### config.mk
export PLATFORM = sky130hd
export DESIGN_NAME = qspf_frontend
export DESIGN_NICKNAME = d
export VERILOG_FILES = /design/src/core/qspf_pkg.sv /design/src/core/qspf_frontend.sv
export VERILOG_INCLUDE_DIRS = /design/src /design/src/core
export SDC_FILE = /design/constraint.sdc
export NUM_CORES = 1
export LEC_CHECK = 0
export BUFFER_PORTS_ARGS = -buffer_cell sky130_fd_sc_hd__buf_2
export CAP_MARGIN = 10
export CORE_MARGIN = 4
export CORE_UTILIZATION = 62
export DETAILED_ROUTE_END_ITERATION = 10
export PLACE_DENSITY = 0.9
export SYNTH_ARGS = -nofsm -noshare
export SYNTH_HDL_FRONTEND = slang
export SYNTH_SLANG_ARGS = --single-unit
### constraint.sdc
create_clock -name core_clk -period 3.3 [get_ports core_clk]
set_input_delay 0.33 -clock core_clk [delete_from_list [all_inputs] [get_ports core_clk]]
set_output_delay 0.33 -clock core_clk [all_outputs]
set_load 0.05 [all_outputs]
### src/core/qspf_consts.svh
`ifndef QSPF_CONSTS_SVH
`define QSPF_CONSTS_SVH
// Functional notes
// Deselected: every data line released
// Ignore everything until first select falling edge
// No bits taken while select high
// Select low takes device out of standby
// Single mode samples line 0 on rising
// Single mode launches line 1 on falling
// Dual/quad: lines 0-1 bidirectional, same edges
// Quad uses protect and pause pins as data
// Protect bit plus protect pin low blocks writes
// Protect bit clear: status writes always allowed
// Quad enable disables pin write protection
// Quad enable disables pin pause function
// Pause keeps partial sequence intact
// Pause while selected releases output line
// Pause pin high resumes transfer
// Modes 0 and 3, same edges
// Host drives unused protect/pause pins
// Quad enable is status bit 6, default 0
// Pause freezes counters and shifters
// Select rising ends transfer, releases lines
`define QSPF_ADDR_W    4
`define QSPF_OFF_CTRL  4'h0
`define QSPF_OFF_STREG 4'h1
`define QSPF_OFF_TXD   4'h2
`define QSPF_OFF_RXD   4'h3
`define QSPF_OFF_STATE 4'h4
`define QSPF_CTRL_DIR  2
`define QSPF_SR_BP_LSB 2
`define QSPF_SR_QE     6
`define QSPF_SR_STATUS_WRITE_DISABLE_BIT   7
`define QSPF_SR_WMASK  8'hfc
`define QSPF_SR_RST    8'h00
`define QSPF_CTRL_RST  3'h0
`define QSPF_ST_BLK    5
`endif

### src/core/qspf_pkg.sv
package qspf_pkg;
  typedef enum logic [1:0] {
    w_single = 2'h0,
    w_dual   = 2'h1,
    w_quad   = 2'h3
  } qspf_width_t;
  typedef enum logic [1:0] {
    st_unarmed = 2'h0,
    st_standby = 2'h1,
    st_active  = 2'h3,
    st_paused  = 2'h2
  } qspf_state_t;
endpackage

### src/core/qspf_frontend.sv
// Local design decisions: strobed register access and the register offsets.
`timescale 1ns/1ps
`include "qspf_consts.svh"
module qspf_frontend #(
  parameter int unsigned DATA_W = 8
) (
  // Clock and reset
  input  wire logic                    core_clk,
  input  wire logic                    sys_rst,
  // Serial pins
  input  wire logic                    sck,
  input  wire logic                    chip_select_n,
  input  wire logic [3:0]              data_line_in,
  output logic      [3:0]              data_line_out,
  output logic      [3:0]              data_line_oe_n,
  // Register port
  input  wire logic [`QSPF_ADDR_W-1:0] reg_addr,
  input  wire logic [7:0]              reg_wdata,
  input  wire logic                    reg_wr,
  input  wire logic                    reg_rd,
  output logic      [7:0]              reg_rdata
);

  generate
    if (DATA_W != 8) begin : g_chk
      $error("qspf_frontend supports DATA_W of 8 only");
    end
  endgenerate

  ////////////////////////////////////////////////////////////////////////
  // Pin synchronisers: bit 4 clock, bit 5 select
  logic [5:0]              pin_s1;
  logic [5:0]              pin_s2;
  logic [5:0]              pin_s3;

  // No reset: a select held low through reset must not look like a fresh fall
  always_ff @(posedge core_clk) begin
    pin_s1 <= {chip_select_n, sck, data_line_in};
    pin_s2 <= pin_s1;
    pin_s3 <= pin_s2;
  end

  logic                    sck_rise;
  logic                    sck_fall;
  logic                    cs_fall;
  logic                    cs_low;
  logic [3:0]              din;
  assign sck_rise = pin_s2[4] & ~pin_s3[4];
  assign sck_fall = ~pin_s2[4] & pin_s3[4];
  assign cs_fall  = ~pin_s2[5] & pin_s3[5];
  assign cs_low   = ~pin_s2[5];
  assign din      = pin_s2[3:0];

  ////////////////////////////////////////////////////////////////////////
  // State
  qspf_pkg::qspf_state_t   state;
  qspf_pkg::qspf_state_t   next_state;
  logic [2:0]              ctrl;
  logic [2:0]              next_ctrl;
  logic [7:0]              sreg;
  logic [7:0]              next_sreg;
  logic [7:0]              rx_sh;
  logic [7:0]              next_rx_sh;
  logic [2:0]              rx_cnt;
  logic [2:0]              next_rx_cnt;
  logic [7:0]              rx_data;
  logic [7:0]              next_rx_data;
  logic                    rx_full;
  logic                    next_rx_full;
  logic [7:0]              tx_sh;
  logic [7:0]              next_tx_sh;
  logic [2:0]              tx_cnt;
  logic [2:0]              next_tx_cnt;
  logic [7:0]              tx_data;
  logic [7:0]              next_tx_data;
  logic                    tx_empty;
  logic                    next_tx_empty;
  logic                    launched;
  logic                    next_launched;
  logic                    wr_blk;
  logic                    next_wr_blk;
  logic [3:0]              next_out;
  logic [3:0]              next_oe_n;
  logic [7:0]              next_rdata;

  ////////////////////////////////////////////////////////////////////////
  // Width decode
  qspf_pkg::qspf_width_t   weff;
  logic [3:0]              step;
  logic [3:0]              mask;
  logic                    qe;
  logic                    pause;
  logic                    sr_lock;

  assign qe      = sreg[`QSPF_SR_QE];
  assign pause   = ~qe & ~din[3];
  assign sr_lock = sreg[`QSPF_SR_STATUS_WRITE_DISABLE_BIT] & ~din[2] & ~qe;

  always_comb begin
    unique case (ctrl[1:0])
      2'h3: weff = qe ? qspf_pkg::w_quad : qspf_pkg::w_dual;
      2'h1: weff = qspf_pkg::w_dual;
      default: weff = qspf_pkg::w_single;
    endcase
    unique case (weff)
      qspf_pkg::w_quad: begin
        step = 4'h4;
        mask = 4'hf;
      end
      qspf_pkg::w_dual: begin
        step = 4'h2;
        mask = 4'h3;
      end
      default: begin
        step = 4'h1;
        mask = 4'h2;
      end
    endcase
  end

  ////////////////////////////////////////////////////////////////////////
  // Datapath
  logic                    active;
  logic                    dir_tx;
  logic                    rx_take;
  logic                    tx_take;
  logic [3:0]              rx_sum;
  logic [3:0]              tx_sum;
  logic [7:0]              rx_shifted;
  logic [7:0]              cur;
  logic [3:0]              out_bits;

  assign active  = (state == qspf_pkg::st_active) & cs_low;
  assign dir_tx  = ctrl[`QSPF_CTRL_DIR];
  assign rx_take = active & sck_rise & (~dir_tx | (weff == qspf_pkg::w_single));
  assign tx_take = active & sck_fall & dir_tx;
  assign rx_sum  = {1'b0, rx_cnt} + step;
  assign tx_sum  = {1'b0, tx_cnt} + step;
  assign cur     = (tx_cnt == 3'h0) ? tx_data : tx_sh;

  always_comb begin
    unique case (weff)
      qspf_pkg::w_quad: begin
        rx_shifted = {rx_sh[3:0], din};
        out_bits   = cur[7:4];
      end
      qspf_pkg::w_dual: begin
        rx_shifted = {rx_sh[5:0], din[1:0]};
        out_bits   = {2'h0, cur[7:6]};
      end
      default: begin
        rx_shifted = {rx_sh[6:0], din[0]};
        out_bits   = {2'h0, cur[7], 1'h0};
      end
    endcase
  end

  always_comb begin
    next_state    = state;
    next_ctrl     = ctrl;
    next_sreg     = sreg;
    next_rx_sh    = rx_sh;
    next_rx_cnt   = rx_cnt;
    next_rx_data  = rx_data;
    next_tx_sh    = tx_sh;
    next_tx_cnt   = tx_cnt;
    next_tx_data  = tx_data;
    next_launched = launched;
    next_out      = data_line_out;
    next_rdata    = 8'h00;
    unique case (state)
      qspf_pkg::st_unarmed: if (cs_fall) next_state = qspf_pkg::st_active;
      qspf_pkg::st_standby: if (cs_fall) next_state = qspf_pkg::st_active;
      qspf_pkg::st_active: begin
        if (!cs_low) next_state = qspf_pkg::st_standby;
        else if (pause) next_state = qspf_pkg::st_paused;
      end
      qspf_pkg::st_paused: begin
        if (!cs_low) next_state = qspf_pkg::st_standby;
        else if (!pause) next_state = qspf_pkg::st_active;
      end
    endcase
    if (rx_take) begin
      next_rx_sh  = rx_shifted;
      next_rx_cnt = rx_sum[2:0];
      if (rx_sum[3]) next_rx_data = rx_shifted;
    end
    if (tx_take) begin
      next_tx_sh    = cur << step;
      next_tx_cnt   = tx_sum[2:0];
      next_launched = 1'b1;
      next_out      = out_bits;
    end
    if (next_state == qspf_pkg::st_standby) begin
      next_rx_cnt   = 3'h0;
      next_tx_cnt   = 3'h0;
      next_launched = 1'b0;
    end
    // Lines driven only while selected, unpaused and launching
    next_oe_n = 4'hf;
    if (next_state == qspf_pkg::st_active && next_launched && dir_tx)
      next_oe_n = ~mask;
    // Register writes
    if (reg_wr) begin
      unique case (reg_addr)
        `QSPF_OFF_CTRL: next_ctrl = reg_wdata[2:0];
        `QSPF_OFF_STREG:
          if (!sr_lock)
            next_sreg = reg_wdata & `QSPF_SR_WMASK;
        `QSPF_OFF_TXD: next_tx_data = reg_wdata;
        default: ;
      endcase
    end
    if (reg_rd) begin
      unique case (reg_addr)
        `QSPF_OFF_CTRL:  next_rdata = {5'h00, ctrl};
        `QSPF_OFF_STREG: next_rdata = sreg;
        `QSPF_OFF_TXD:   next_rdata = tx_data;
        `QSPF_OFF_RXD:   next_rdata = rx_data;
        `QSPF_OFF_STATE: next_rdata = {2'h0, wr_blk, tx_empty, rx_full,
                                       state == qspf_pkg::st_paused,
                                       state[1],
                                       state != qspf_pkg::st_unarmed};
        default: next_rdata = 8'h00;
      endcase
    end
    // Hardware set wins over software clear
    next_rx_full  = (rx_take & rx_sum[3]) |
                    (rx_full & ~(reg_rd & reg_addr == `QSPF_OFF_RXD));
    next_tx_empty = (tx_take & tx_cnt == 3'h0) |
                    (tx_empty & ~(reg_wr & reg_addr == `QSPF_OFF_TXD));
    next_wr_blk   = (reg_wr & reg_addr == `QSPF_OFF_STREG & sr_lock) |
                    (wr_blk & ~(reg_wr & reg_addr == `QSPF_OFF_STATE &
                                reg_wdata[`QSPF_ST_BLK]));
  end

  always_ff @(posedge core_clk) begin
    if (sys_rst) begin
      state          <= qspf_pkg::st_unarmed;
      ctrl           <= `QSPF_CTRL_RST;
      sreg           <= `QSPF_SR_RST;
      rx_sh          <= 8'h00;
      rx_cnt         <= 3'h0;
      rx_data        <= 8'h00;
      rx_full        <= 1'b0;
      tx_sh          <= 8'h00;
      tx_cnt         <= 3'h0;
      tx_data        <= 8'h00;
      tx_empty       <= 1'b1;
      launched       <= 1'b0;
      wr_blk         <= 1'b0;
      data_line_out  <= 4'h0;
      data_line_oe_n <= 4'hf;
      reg_rdata      <= 8'h00;
    end else begin
      state          <= next_state;
      ctrl           <= next_ctrl;
      sreg           <= next_sreg;
      rx_sh          <= next_rx_sh;
      rx_cnt         <= next_rx_cnt;
      rx_data        <= next_rx_data;
      rx_full        <= next_rx_full;
      tx_sh          <= next_tx_sh;
      tx_cnt         <= next_tx_cnt;
      tx_data        <= next_tx_data;
      tx_empty       <= next_tx_empty;
      launched       <= next_launched;
      wr_blk         <= next_wr_blk;
      data_line_out  <= next_out;
      data_line_oe_n <= next_oe_n;
      reg_rdata      <= next_rdata;
    end
  end
endmodule // qspf_frontend

==> results of run 1 <==
-- stage by stage --
| stage | util | area (µm²) | hold slack, ns | instances |
|---|---|---|---|---|
| global route | 0.727 | 3830 | 0.0435 | 479 |
| floorplan | - | 3460 | 0.310 | 378 |
| CTS | 0.727 | 3830 | 0.0530 | 479 |
| finish | 0.727 | 3830 | 0.0705 | 479 |
| global placement | 0.694 | 3660 | 0.310 | 463 |
| detailed placement | 0.694 | 3660 | 0.312 | 463 |
-- logic make-up (layout without fill, tap and decap cells) --
logic type	after synthesis	in the layout	share of synthesized area
fa+ha+maj	6	6	0.0260
simple gates	130	130	0.181
compound gates	89	89	0.167
flops	81	81	0.468
xor+xnor	2	2	0.00506
buf+inv	33	64	0.0394
mux	37	37	0.113
-- routing by layer --
metal / global-route usage / routed length, µm
met2: 0.408 / 3880
met5: 0 / 0
met3: 0.105 / 666
met4: 0.0915 / 126
met1: 0.307 / 3390
-- worst max-delay path, stage by stage, from the launching register on --
cell and delay, ns:
dfxtp_1 0.60, nand2_1 0.28, nand2_1 0.19, inv_1 0.13, ha_1 0.29, a21o_1 0.17
a21oi_1 0.43, o21ai_0 0.18, a21oi_1 0.18
-- power by group --
group          internal [mW]  leakage [nW]  switching [mW]
Combinational         0.0300         0.781          0.0505
Clock                  0.291        0.0891           0.346
Sequential             0.991         0.659          0.0108
-- placed cells by master (no fill, tap or decap), types with 4 or more instances in the layout --
cell	Yosys	final
a21bo_2	5	5
a21oi_1	35	35
a22oi_1	6	6
a31oi_1	6	6
buf_2	6	37
buf_4	1	4
clkbuf_8	0	10
dfxtp_1	81	81
ha_1	4	4
inv_1	7	7
mux2_2	8	8
mux2i_1	28	28
nand2_1	38	38
nand3_1	21	21
nand4_1	4	4
nor2_1	38	38
nor2b_1	4	4
nor3_1	4	4
o21ai_0	13	13
or3_1	5	5
-- final timing paths --
kind,slack (ns),to,from,depth (start not counted)
setup reg to reg,0.77,rx_data[5],ctrl[1],8
hold reg to reg,0.33,pin_s2[3],pin_s1[3],0
hold / removal,0.07,pin_s1[0],data_line_in[0],1
setup / recovery,0.77,rx_data[5],ctrl[1],8
-- flip-flops by register name (all words and copies together), names as in the netlist, 2 cells and up --
name,count
ctrl,3
data_line_oe_n,3
data_line_out,4
pin_s1,6
pin_s2,6
pin_s3,2
reg_rdata,8
rx_cnt,3
rx_data,8
rx_sh,7
sreg,6
state,2
tx_cnt,3
tx_data,8
tx_sh,8
-- area by class of cell --
type / count / area, µm²
Timing Repair Buffer: 41 / 215
Clock inverter: 5 / 31.3
Multi-Input combinational cell: 264 / 1710
Sequential cell: 81 / 1620
Clock buffer: 11 / 141
Inverter: 7 / 26.3
Tap cell: 70 / 87.6
Fill cell: 394 / 1440
==> impl_metrics.yaml, run 1 <==
routing:
  num_vias: 2933
  drt_first_pass_iters: 5
  drt-total-wl_um: 8060
  via_per_inst: 6.12
  drt_iter0_drc: 285
  antenna_left: 0
  wl_per_cell_um: 16.8
  drc: 0
synthesis:
  synthTopCellsByCount: "dfxtp_1, nand2_1, nor2_1, a21oi_1, mux2i_1"
  yosysUniqueCellTypes: 49
  yosys_warnings: 0
  synth_area_leaders: "dfxtp_1, mux2i_1, a21oi_1"
  ys.flop_type: "dfxtp_1"
  synth_nets: 406
  synthesis.area_um2: 3460
  syn_inst: 378
  synth_edf_count: 0
  yosysMostFrequentCell: "dfxtp_1"
  ys_ff_latch: 81
  async_flop_share: 0
  synth_top_cell_by_area: "dfxtp_1"
  syn_avg_cell_area_um2: 9.17
  yosys.area.top_type_share: 0.468
  seq_area_frac_synth: 0.468
placement:
  pre_cts_ws_ns: 0.842
  portBuffers: 37
  gp_congestion: 0.881
  dp_hpwl_um: 5660
global_route:
  grt_max_degree: 44
  overflow: 0
  grt_util_all_layers: 0.255
  grt_pass1_vias: 2669
  grt_antenna_before_repair: 0
  grt_pass1_wl_um: 12800
sta:
  fmax_ghz: 0.395
  relSlewSlack: 0.518
  rsz0062_at_grt: "no"
  skew_ns: 0.0122
  slew_violations: 0
  fin_crit_ns: 2.53
  tightestPinTransition_ns: 0.719
  fin_tns_setup_ns: 0
  setup_ws_ns: 0.766
  min_period_over_period: 0.768
  hold_viol_final: 0
  final-setup-viol-count: 0
cts:
  clk_pin_slew_ns: 0.08
  cts.hold.buffers_added: 0
  clock-sinks: 81
  cts-root-buf: "clkbuf_8"
  cts_tree: "yes"
  cts_resized: 0
  numCtsBuffers: 9
  post_cts_buffers: 0
  insertion_delay_ns: 0.36
  htree_levels: 3
  clk_path_buf_depth: 2
power:
  ir_drop_uv: 345
  finalPower_mw: 1.72
  p_leak_nw: 1.53
  p_per_area_nw_per_um2: 449
job:
  maxCapViolations: 0
layout:
  drive_gt1_frac: 0.178
  diodes: 0
  nNetsFinal: 432
  area.growth.synth_to_final_pct: 10.5
critical_path:
  end_kind: "register"
  worstSetupPathType: "reg -> reg"
  start_kind: "register"
  critical_path_arrival_ns: 2.82
  worstPathRequired_ns: 3.59
  crit_path_max_fanout: 14
floorplan:
  core_um2: 5270
  fp.dieW_um: 82.8
  initial_core_util: 0.657
  rows: 26
  dieArea_um2: 6850
  ios: 38
  die_height_um: 82.8
min_path:
  hold_class: "in -> reg"
outcome:
  status: "finished, final reports clean"
Note: power is estimated with default switching activity, not from simulation.
==> run 2: changes to the inputs <==
--- a/config.mk
+++ b/config.mk
@@ -6,12 +6,13 @@
 export SDC_FILE = /design/constraint.sdc
 export NUM_CORES = 1
 export LEC_CHECK = 0
+export ABC_AREA = 1
 export BUFFER_PORTS_ARGS = -buffer_cell sky130_fd_sc_hd__buf_2
 export CAP_MARGIN = 10
 export CORE_MARGIN = 4
-export CORE_UTILIZATION = 62
+export CORE_UTILIZATION = 52
 export DETAILED_ROUTE_END_ITERATION = 10
-export PLACE_DENSITY = 0.9
+export PLACE_DENSITY = 0.81
 export SYNTH_ARGS = -nofsm -noshare
 export SYNTH_HDL_FRONTEND = slang
 export SYNTH_SLANG_ARGS = --single-unit
==> constraint.sdc (replaced) <==
create_clock -name core_clk -period 2.13 [get_ports core_clk]
set_input_delay 0.213 -clock core_clk [delete_from_list [all_inputs] [get_ports core_clk]]
set_output_delay 0.213 -clock core_clk [all_outputs]
set_load 0.05 [all_outputs]
==> run 2 against run 1 <==
Sequential power increased by 55%. Clock-buffer cell count grew 1. Die area up 17%. Hold slack improved by 0.056 ns. Fmax increased by 40%. Core utilization decreased by 11 points. Global-route usage fell by 3.3 points. Clock skew decreased by 0.0035 ns. Power up 63%. Largest cell class is now registers. Largest power group unchanged.
==> impl_metrics.yaml, run 2 <==
outcome:
  status: "finished, final reports clean"
synthesis:
  ys.flop_type: "dfxtp_1"
  yosysMostFrequentCell: "dfxtp_1"
  synthTopCellsByCount: "dfxtp_1, nand2_1, inv_1"
  synth_edf_count: 0
  yosys_warnings: 0
  synth_top_cell_by_area: "dfxtp_1"
  async_flop_share: 0
  synth_area_leaders: "dfxtp_1, nand2_1, inv_1"
  syn_inst: 450
  ys_ff_latch: 81
  synth_nets: 478
  syn_avg_cell_area_um2: 7.65
  yosys.area.top_type_share: 0.471
  yosysUniqueCellTypes: 36
  synthesis.area_um2: 3440
  seq_area_frac_synth: 0.471
cts:
  cts-root-buf: "clkbuf_8"
  cts_resized: 0
  htree_levels: 3
  post_cts_buffers: 0
  cts_tree: "yes"
  clock-sinks: 81
  insertion_delay_ns: 0.35
  clk_path_buf_depth: 2
  clk_pin_slew_ns: 0.08
  numCtsBuffers: 9
critical_path:
  path_common_cell: "a21oi_1"
  crit_buf_inv: 2
  rr_worst_depth: 9
  r2r_start: "ctrl[0]"
  crit_start: "ctrl[0]"
  r2r-end: "rx_data[2]"
  critPathTopFamily: "compound AO/OA/AOI/OAI gates"
  worstPathRequired_ns: 2.37
  crit_path_max_fanout: 17
  r2r_setup_slack_ns: 0.32
  end_kind: "register"
  crit_path_cell_trace: "buf_4 > nand3_2 > clkinv_4 > ha_1 > a21oi_1 > nand2_1 > nand2_4 > a21oi_1 > o21a_1"
  slowest_stage: "dfxtp_1"
  max_stage_delay_ns: 0.34
  worstSetupPathType: "reg -> reg"
  start_kind: "register"
  critical_path_arrival_ns: 2.05
  path_depth: 9
power:
  finalPower_mw: 2.81
  switchingPower_mw: 0.624
  internal_power_mw: 2.18
  comb_power_share: 0.049
  ir_drop_uv: 444
  swShare: 0.222
  p_leak_nw: 1.71
  p_per_area_nw_per_um2: 710
  seq_power_share: 0.552
  p_clk_frac: 0.399
min_path:
  min_to: "sreg[7]"
  hp-start: "reg_wdata[7]"
  hold_depth: 3
  hold_class: "in -> reg"
routing:
  antenna_left: 0
  via_per_inst: 5.42
  drc: 0
  drt_iter0_drc: 238
  drt_first_pass_iters: 5
  num_vias: 3127
  wl_per_cell_um: 14.1
  drt-total-wl_um: 8130
layout:
  layout_common_cells: "dfxtp_1, nand2_1, inv_1"
  area.growth.synth_to_final_pct: 14.7
  drive_gt1_frac: 0.150
  multi_input_comb_area_um2: 1480
  regArea_um2: 1620
  fill_cells: 559
  mostFrequentLayoutCell: "dfxtp_1"
  nNetsFinal: 524
  fin_util: 0.619
  diodes: 0
floorplan:
  ios: 38
  core_um2: 6390
  fp.dieW_um: 89.4
  dieArea_um2: 7990
  initial_core_util: 0.539
  die_height_um: 89.4
  rows: 29
sta:
  fin_tns_setup_ns: 0
  min_period_over_period: 0.848
  relSlewSlack: 0.667
  hold_viol_final: 0
  slew_violations: 0
  rsz0062_at_grt: "no"
  fmax_ghz: 0.553
  final-setup-viol-count: 0
  fin_crit_ns: 1.81
  skew_ns: 0.00868
  tightestPinTransition_ns: 0.495
global_route:
  grt_pass1_vias: 3037
  overflow: 0
  grt_max_degree: 31
  grt_pass1_wl_um: 13800
  grt_util_all_layers: 0.222
  grt_antenna_before_repair: 0
placement:
  dp_hpwl_um: 5900
  portBuffers: 37
  gp_congestion: 0.969
job:
  maxCapViolations: 0
run 2: cell count changes in the layout (fill, tap and decap cells not counted), moves of 8 or more:
cell     before  now
inv_1         7   64
nand2_1      38   78
mux2i_1      28    0
o21ai_0      13   33
nand3_1      21   38
o22ai_1       1   10
mux2_2        8    0
run 2: worst register-to-register path, stage by stage (launching register included):
cell	delay [ns]
dfxtp_1	0.34
buf_4	0.17
nand3_2	0.09
clkinv_4	0.10
ha_1	0.33
a21oi_1	0.17
nand2_1	0.11
nand2_4	0.18
a21oi_1	0.10
o21a_1	0.13
run 2: routing by layer:
layer | vias up | global-route usage | wire [µm]
met5 | - | 0 | 0
met4 | 0 | 0.101 | 192
met3 | 22 | 0.0433 | 545
met2 | 113 | 0.357 | 3730
met1 | 1429 | 0.288 | 3660
li1 | 1563 | - | -
run 2: worst max path at each step:
stage                       to  slack [ns]
detailed placement  rx_data[2]        0.35
CTS                 rx_data[2]        0.34
floorplan           rx_data[7]        0.39
finish              rx_data[2]        0.32
global placement    rx_data[2]        0.43
global route        rx_data[6]        0.15
run 2: cells by family (layout without fill, tap and decap cells):
group | after synthesis | count (layout) | synth area share
AOI/OAI and AO/OA | 103 | 103 | 0.173
xor gates and xnor gates | 3 | 3 | 0.00763
adders and majority gates | 6 | 6 | 0.0262
buffers and inverters | 83 | 133 | 0.0988
DFF | 81 | 81 | 0.471
and+or+nand+nor | 174 | 174 | 0.223
run 2: final cells by class:
type | count | area share
Clock buffer | 12 | 0.0393
Clock inverter | 3 | 0.0101
Inverter | 69 | 0.0668
Multi-Input combinational cell | 286 | 0.375
Sequential cell | 81 | 0.411
Tap cell | 77 | 0.0244
Timing Repair Buffer | 49 | 0.0735
run 2: power groups by stage:
stage                     Combinational, mW  Clock, mW  Sequential (mW)
after global placement                0.123          0             1.58
after CTS                             0.135       1.13             1.55
after detailed placement              0.126          0             1.59
after global routing                  0.154       1.21             1.55
final                                 0.137       1.12             1.55
after floorplan                      0.0747          0             1.58
run 2: metrics by stage:
| stage | worst slack, ns | cell area, µm² | std cells | hold WS [ns] |
|---|---|---|---|---|
| 4_1_cts | 0.344 | 3950 | 577 | 0.121 |
| 3_3_place_gp | 0.431 | 3690 | 556 | 0.311 |
| 3_5_place_dp | 0.346 | 3690 | 556 | 0.313 |
| 6_report | 0.323 | 3950 | 577 | 0.126 |
| 2_1_floorplan | 0.386 | 3440 | 450 | 0.241 |
| 5_1_grt | 0.148 | 3950 | 577 | 0.149 |
run 2: what timing repair did:
| item | 4_1_cts | 5_1_grt |
|---|---|---|
| setup endpoints to repair | 0 | 0 |
| hold buffers | 6 | 0 |
| hold endpoints to repair | 6 | 0 |
==> run 3: changes to the inputs <==
==> constraint.sdc (replaced) <==
create_clock -name core_clk -period 1.6 [get_ports core_clk]
set_input_delay 0.16 -clock core_clk [delete_from_list [all_inputs] [get_ports core_clk]]
set_output_delay 0.16 -clock core_clk [all_outputs]
set_load 0.05 [all_outputs]
==> run 3 against run 2 <==
Core utilization rose by 2.4 points. Register-to-register slack lost 0.28 ns. Hold slack got worse by 0.075 ns. Non-clock buffer count up 15. Largest power group unchanged. Largest cell class unchanged. Critical path type unchanged. Cell count increased by 2.9%. Flip-flop and latch count stayed put. Fmax rose by 16%.
==> impl_metrics.yaml, run 3 (synthesized netlist as in run 2, its figures left out) <==
sta:
  fmax_ghz: 0.641
  rsz0062_at_grt: "yes"
  relSlewSlack: 0.737
  fin_crit_ns: 1.56
  fin_tns_setup_ns: 0
  final-setup-viol-count: 0
  skew_ns: 0.00666
  min_period_over_period: 0.974
  hold_viol_final: 0
  slew_violations: 0
  tightestPinTransition_ns: 0.393
floorplan:
  die_height_um: 89.4
  fp.dieW_um: 89.4
  initial_core_util: 0.539
  dieArea_um2: 7990
  ios: 38
  rows: 29
  core_um2: 6390
routing:
  wl_per_cell_um: 13.7
  drc: 0
  num_vias: 3141
  antenna_left: 0
  drt-total-wl_um: 8160
  via_per_inst: 5.29
  drt_first_pass_iters: 5
  drt_iter0_drc: 228
layout:
  final_cells: 594
  diodes: 0
  drive_gt1_frac: 0.188
  fin_util: 0.643
  mostFrequentLayoutCell: "dfxtp_1"
  nNetsFinal: 540
  layout_common_cells: "dfxtp_1, nand2_1, inv_1"
  area.growth.synth_to_final_pct: 19.2
outcome:
  status: "finished, final reports clean"
cts:
  clk_pin_slew_ns: 0.08
  cts_tree: "yes"
  numCtsBuffers: 9
  clock-sinks: 81
  insertion_delay_ns: 0.36
  htree_levels: 3
  cts-root-buf: "clkbuf_8"
  clk_path_buf_depth: 2
power:
  p_per_area_nw_per_um2: 908
  p_leak_nw: 1.78
  ir_drop_uv: 763
  finalPower_mw: 3.73
job:
  maxCapViolations: 0
critical_path:
  slowest_stage: "fa_1"
  critPathTopFamily: "adder cells"
  start_kind: "register"
  max_stage_delay_ns: 0.42
  worstPathRequired_ns: 1.86
  critical_path_arrival_ns: 1.82
  crit_buf_inv: 3
  end_kind: "register"
  path_common_cell: "nand2_1"
  worstSetupPathType: "reg -> reg"
  crit_path_max_fanout: 6
  crit_path_cell_trace: "inv_4 > a21oi_4 > buf_4 > fa_1 > nand2_1 > nand2_1 > nand2_1 > inv_1"
global_route:
  grt_util_all_layers: 0.220
  overflow: 0
  grt_max_degree: 31
  grt_pass1_wl_um: 13300
  grt_pass1_vias: 2931
  grt_antenna_before_repair: 0
placement:
  portBuffers: 37
  placedCellCount: 565
  gp_congestion: 0.863
  dp_hpwl_um: 5820
min_path:
  hold_class: "in -> reg"
run 3: cell types whose count changed in the layout (fill, tap and decap cells not counted), moves of 2 or more:
cell / before / now
buf_4: 6 / 20
dfxtp_1: 81 / 78
dfxtp_4: 0 / 2
inv_4: 0 / 2
nand2_2: 3 / 5
run 3: final cells by class:
class | count | area, µm²
flip-flops and latches | 81 | 1630
repair buffers | 64 | 407
clock inverters | 5 | 53.8
well taps | 77 | 96.3
multi-input cells | 287 | 1510
fillers | 550 | 2280
inverters | 69 | 267
clock buffers | 11 | 141
run 3: final timing paths:
kind	startpoint	to	slack [ns]	depth (start not counted)
max	ctrl[0]	tx_cnt[1]	0.04	8
min	reg_wdata[7]	sreg[7]	0.05	3
max reg2reg	ctrl[0]	tx_cnt[1]	0.04	8
min reg2reg	pin_s1[3]	pin_s2[3]	0.33	0
run 3: tightest hold or removal path, cell delays in order:
cell	delay, ns
buf_2	0.09
nor2_1	0.04
nor2_1	0.09
run 3: stage by stage:
stage / worst slack, ns / hold WS (ns) / area (µm²)
floorplan: 0.00388 / 0.188 / 3480
CTS: 0.00613 / 0.0369 / 4040
detailed placement: 0.00576 / 0.265 / 3790
global placement: 0.0476 / 0.264 / 3790
global route: -0.0377 / 0.0724 / 4110
finish: 0.0411 / 0.0512 / 4110
run 3: layer usage:
metal,track usage,vias to the layer above,share of wire
met2,0.358,98,0.48
met4,0.106,0,0.018
li1,-,1600,-
met3,0.0535,16,0.062
met5,0,-,0
met1,0.274,1427,0.44
run 3: report_power, final:
| part | switching, mW | total (mW) | internal, mW | leakage [nW] |
|---|---|---|---|---|
| logic | 0.118 | 0.187 | 0.0691 | 1.02 |
| clock network | 0.719 | 1.48 | 0.759 | 0.0996 |
| registers | 0.0164 | 2.06 | 2.05 | 0.661 |
run 3: repair_timing:
item | 4_1_cts | 5_1_grt
setup buffers | 0 | 6
hold buffers | 6 | 0
setup endpoints to repair | 7 | 16
pin swaps | 0 | 3
cloned | 0 | 1
gates resized for setup | 1 | 6
endpoints found under the hold margin | 6 | 0
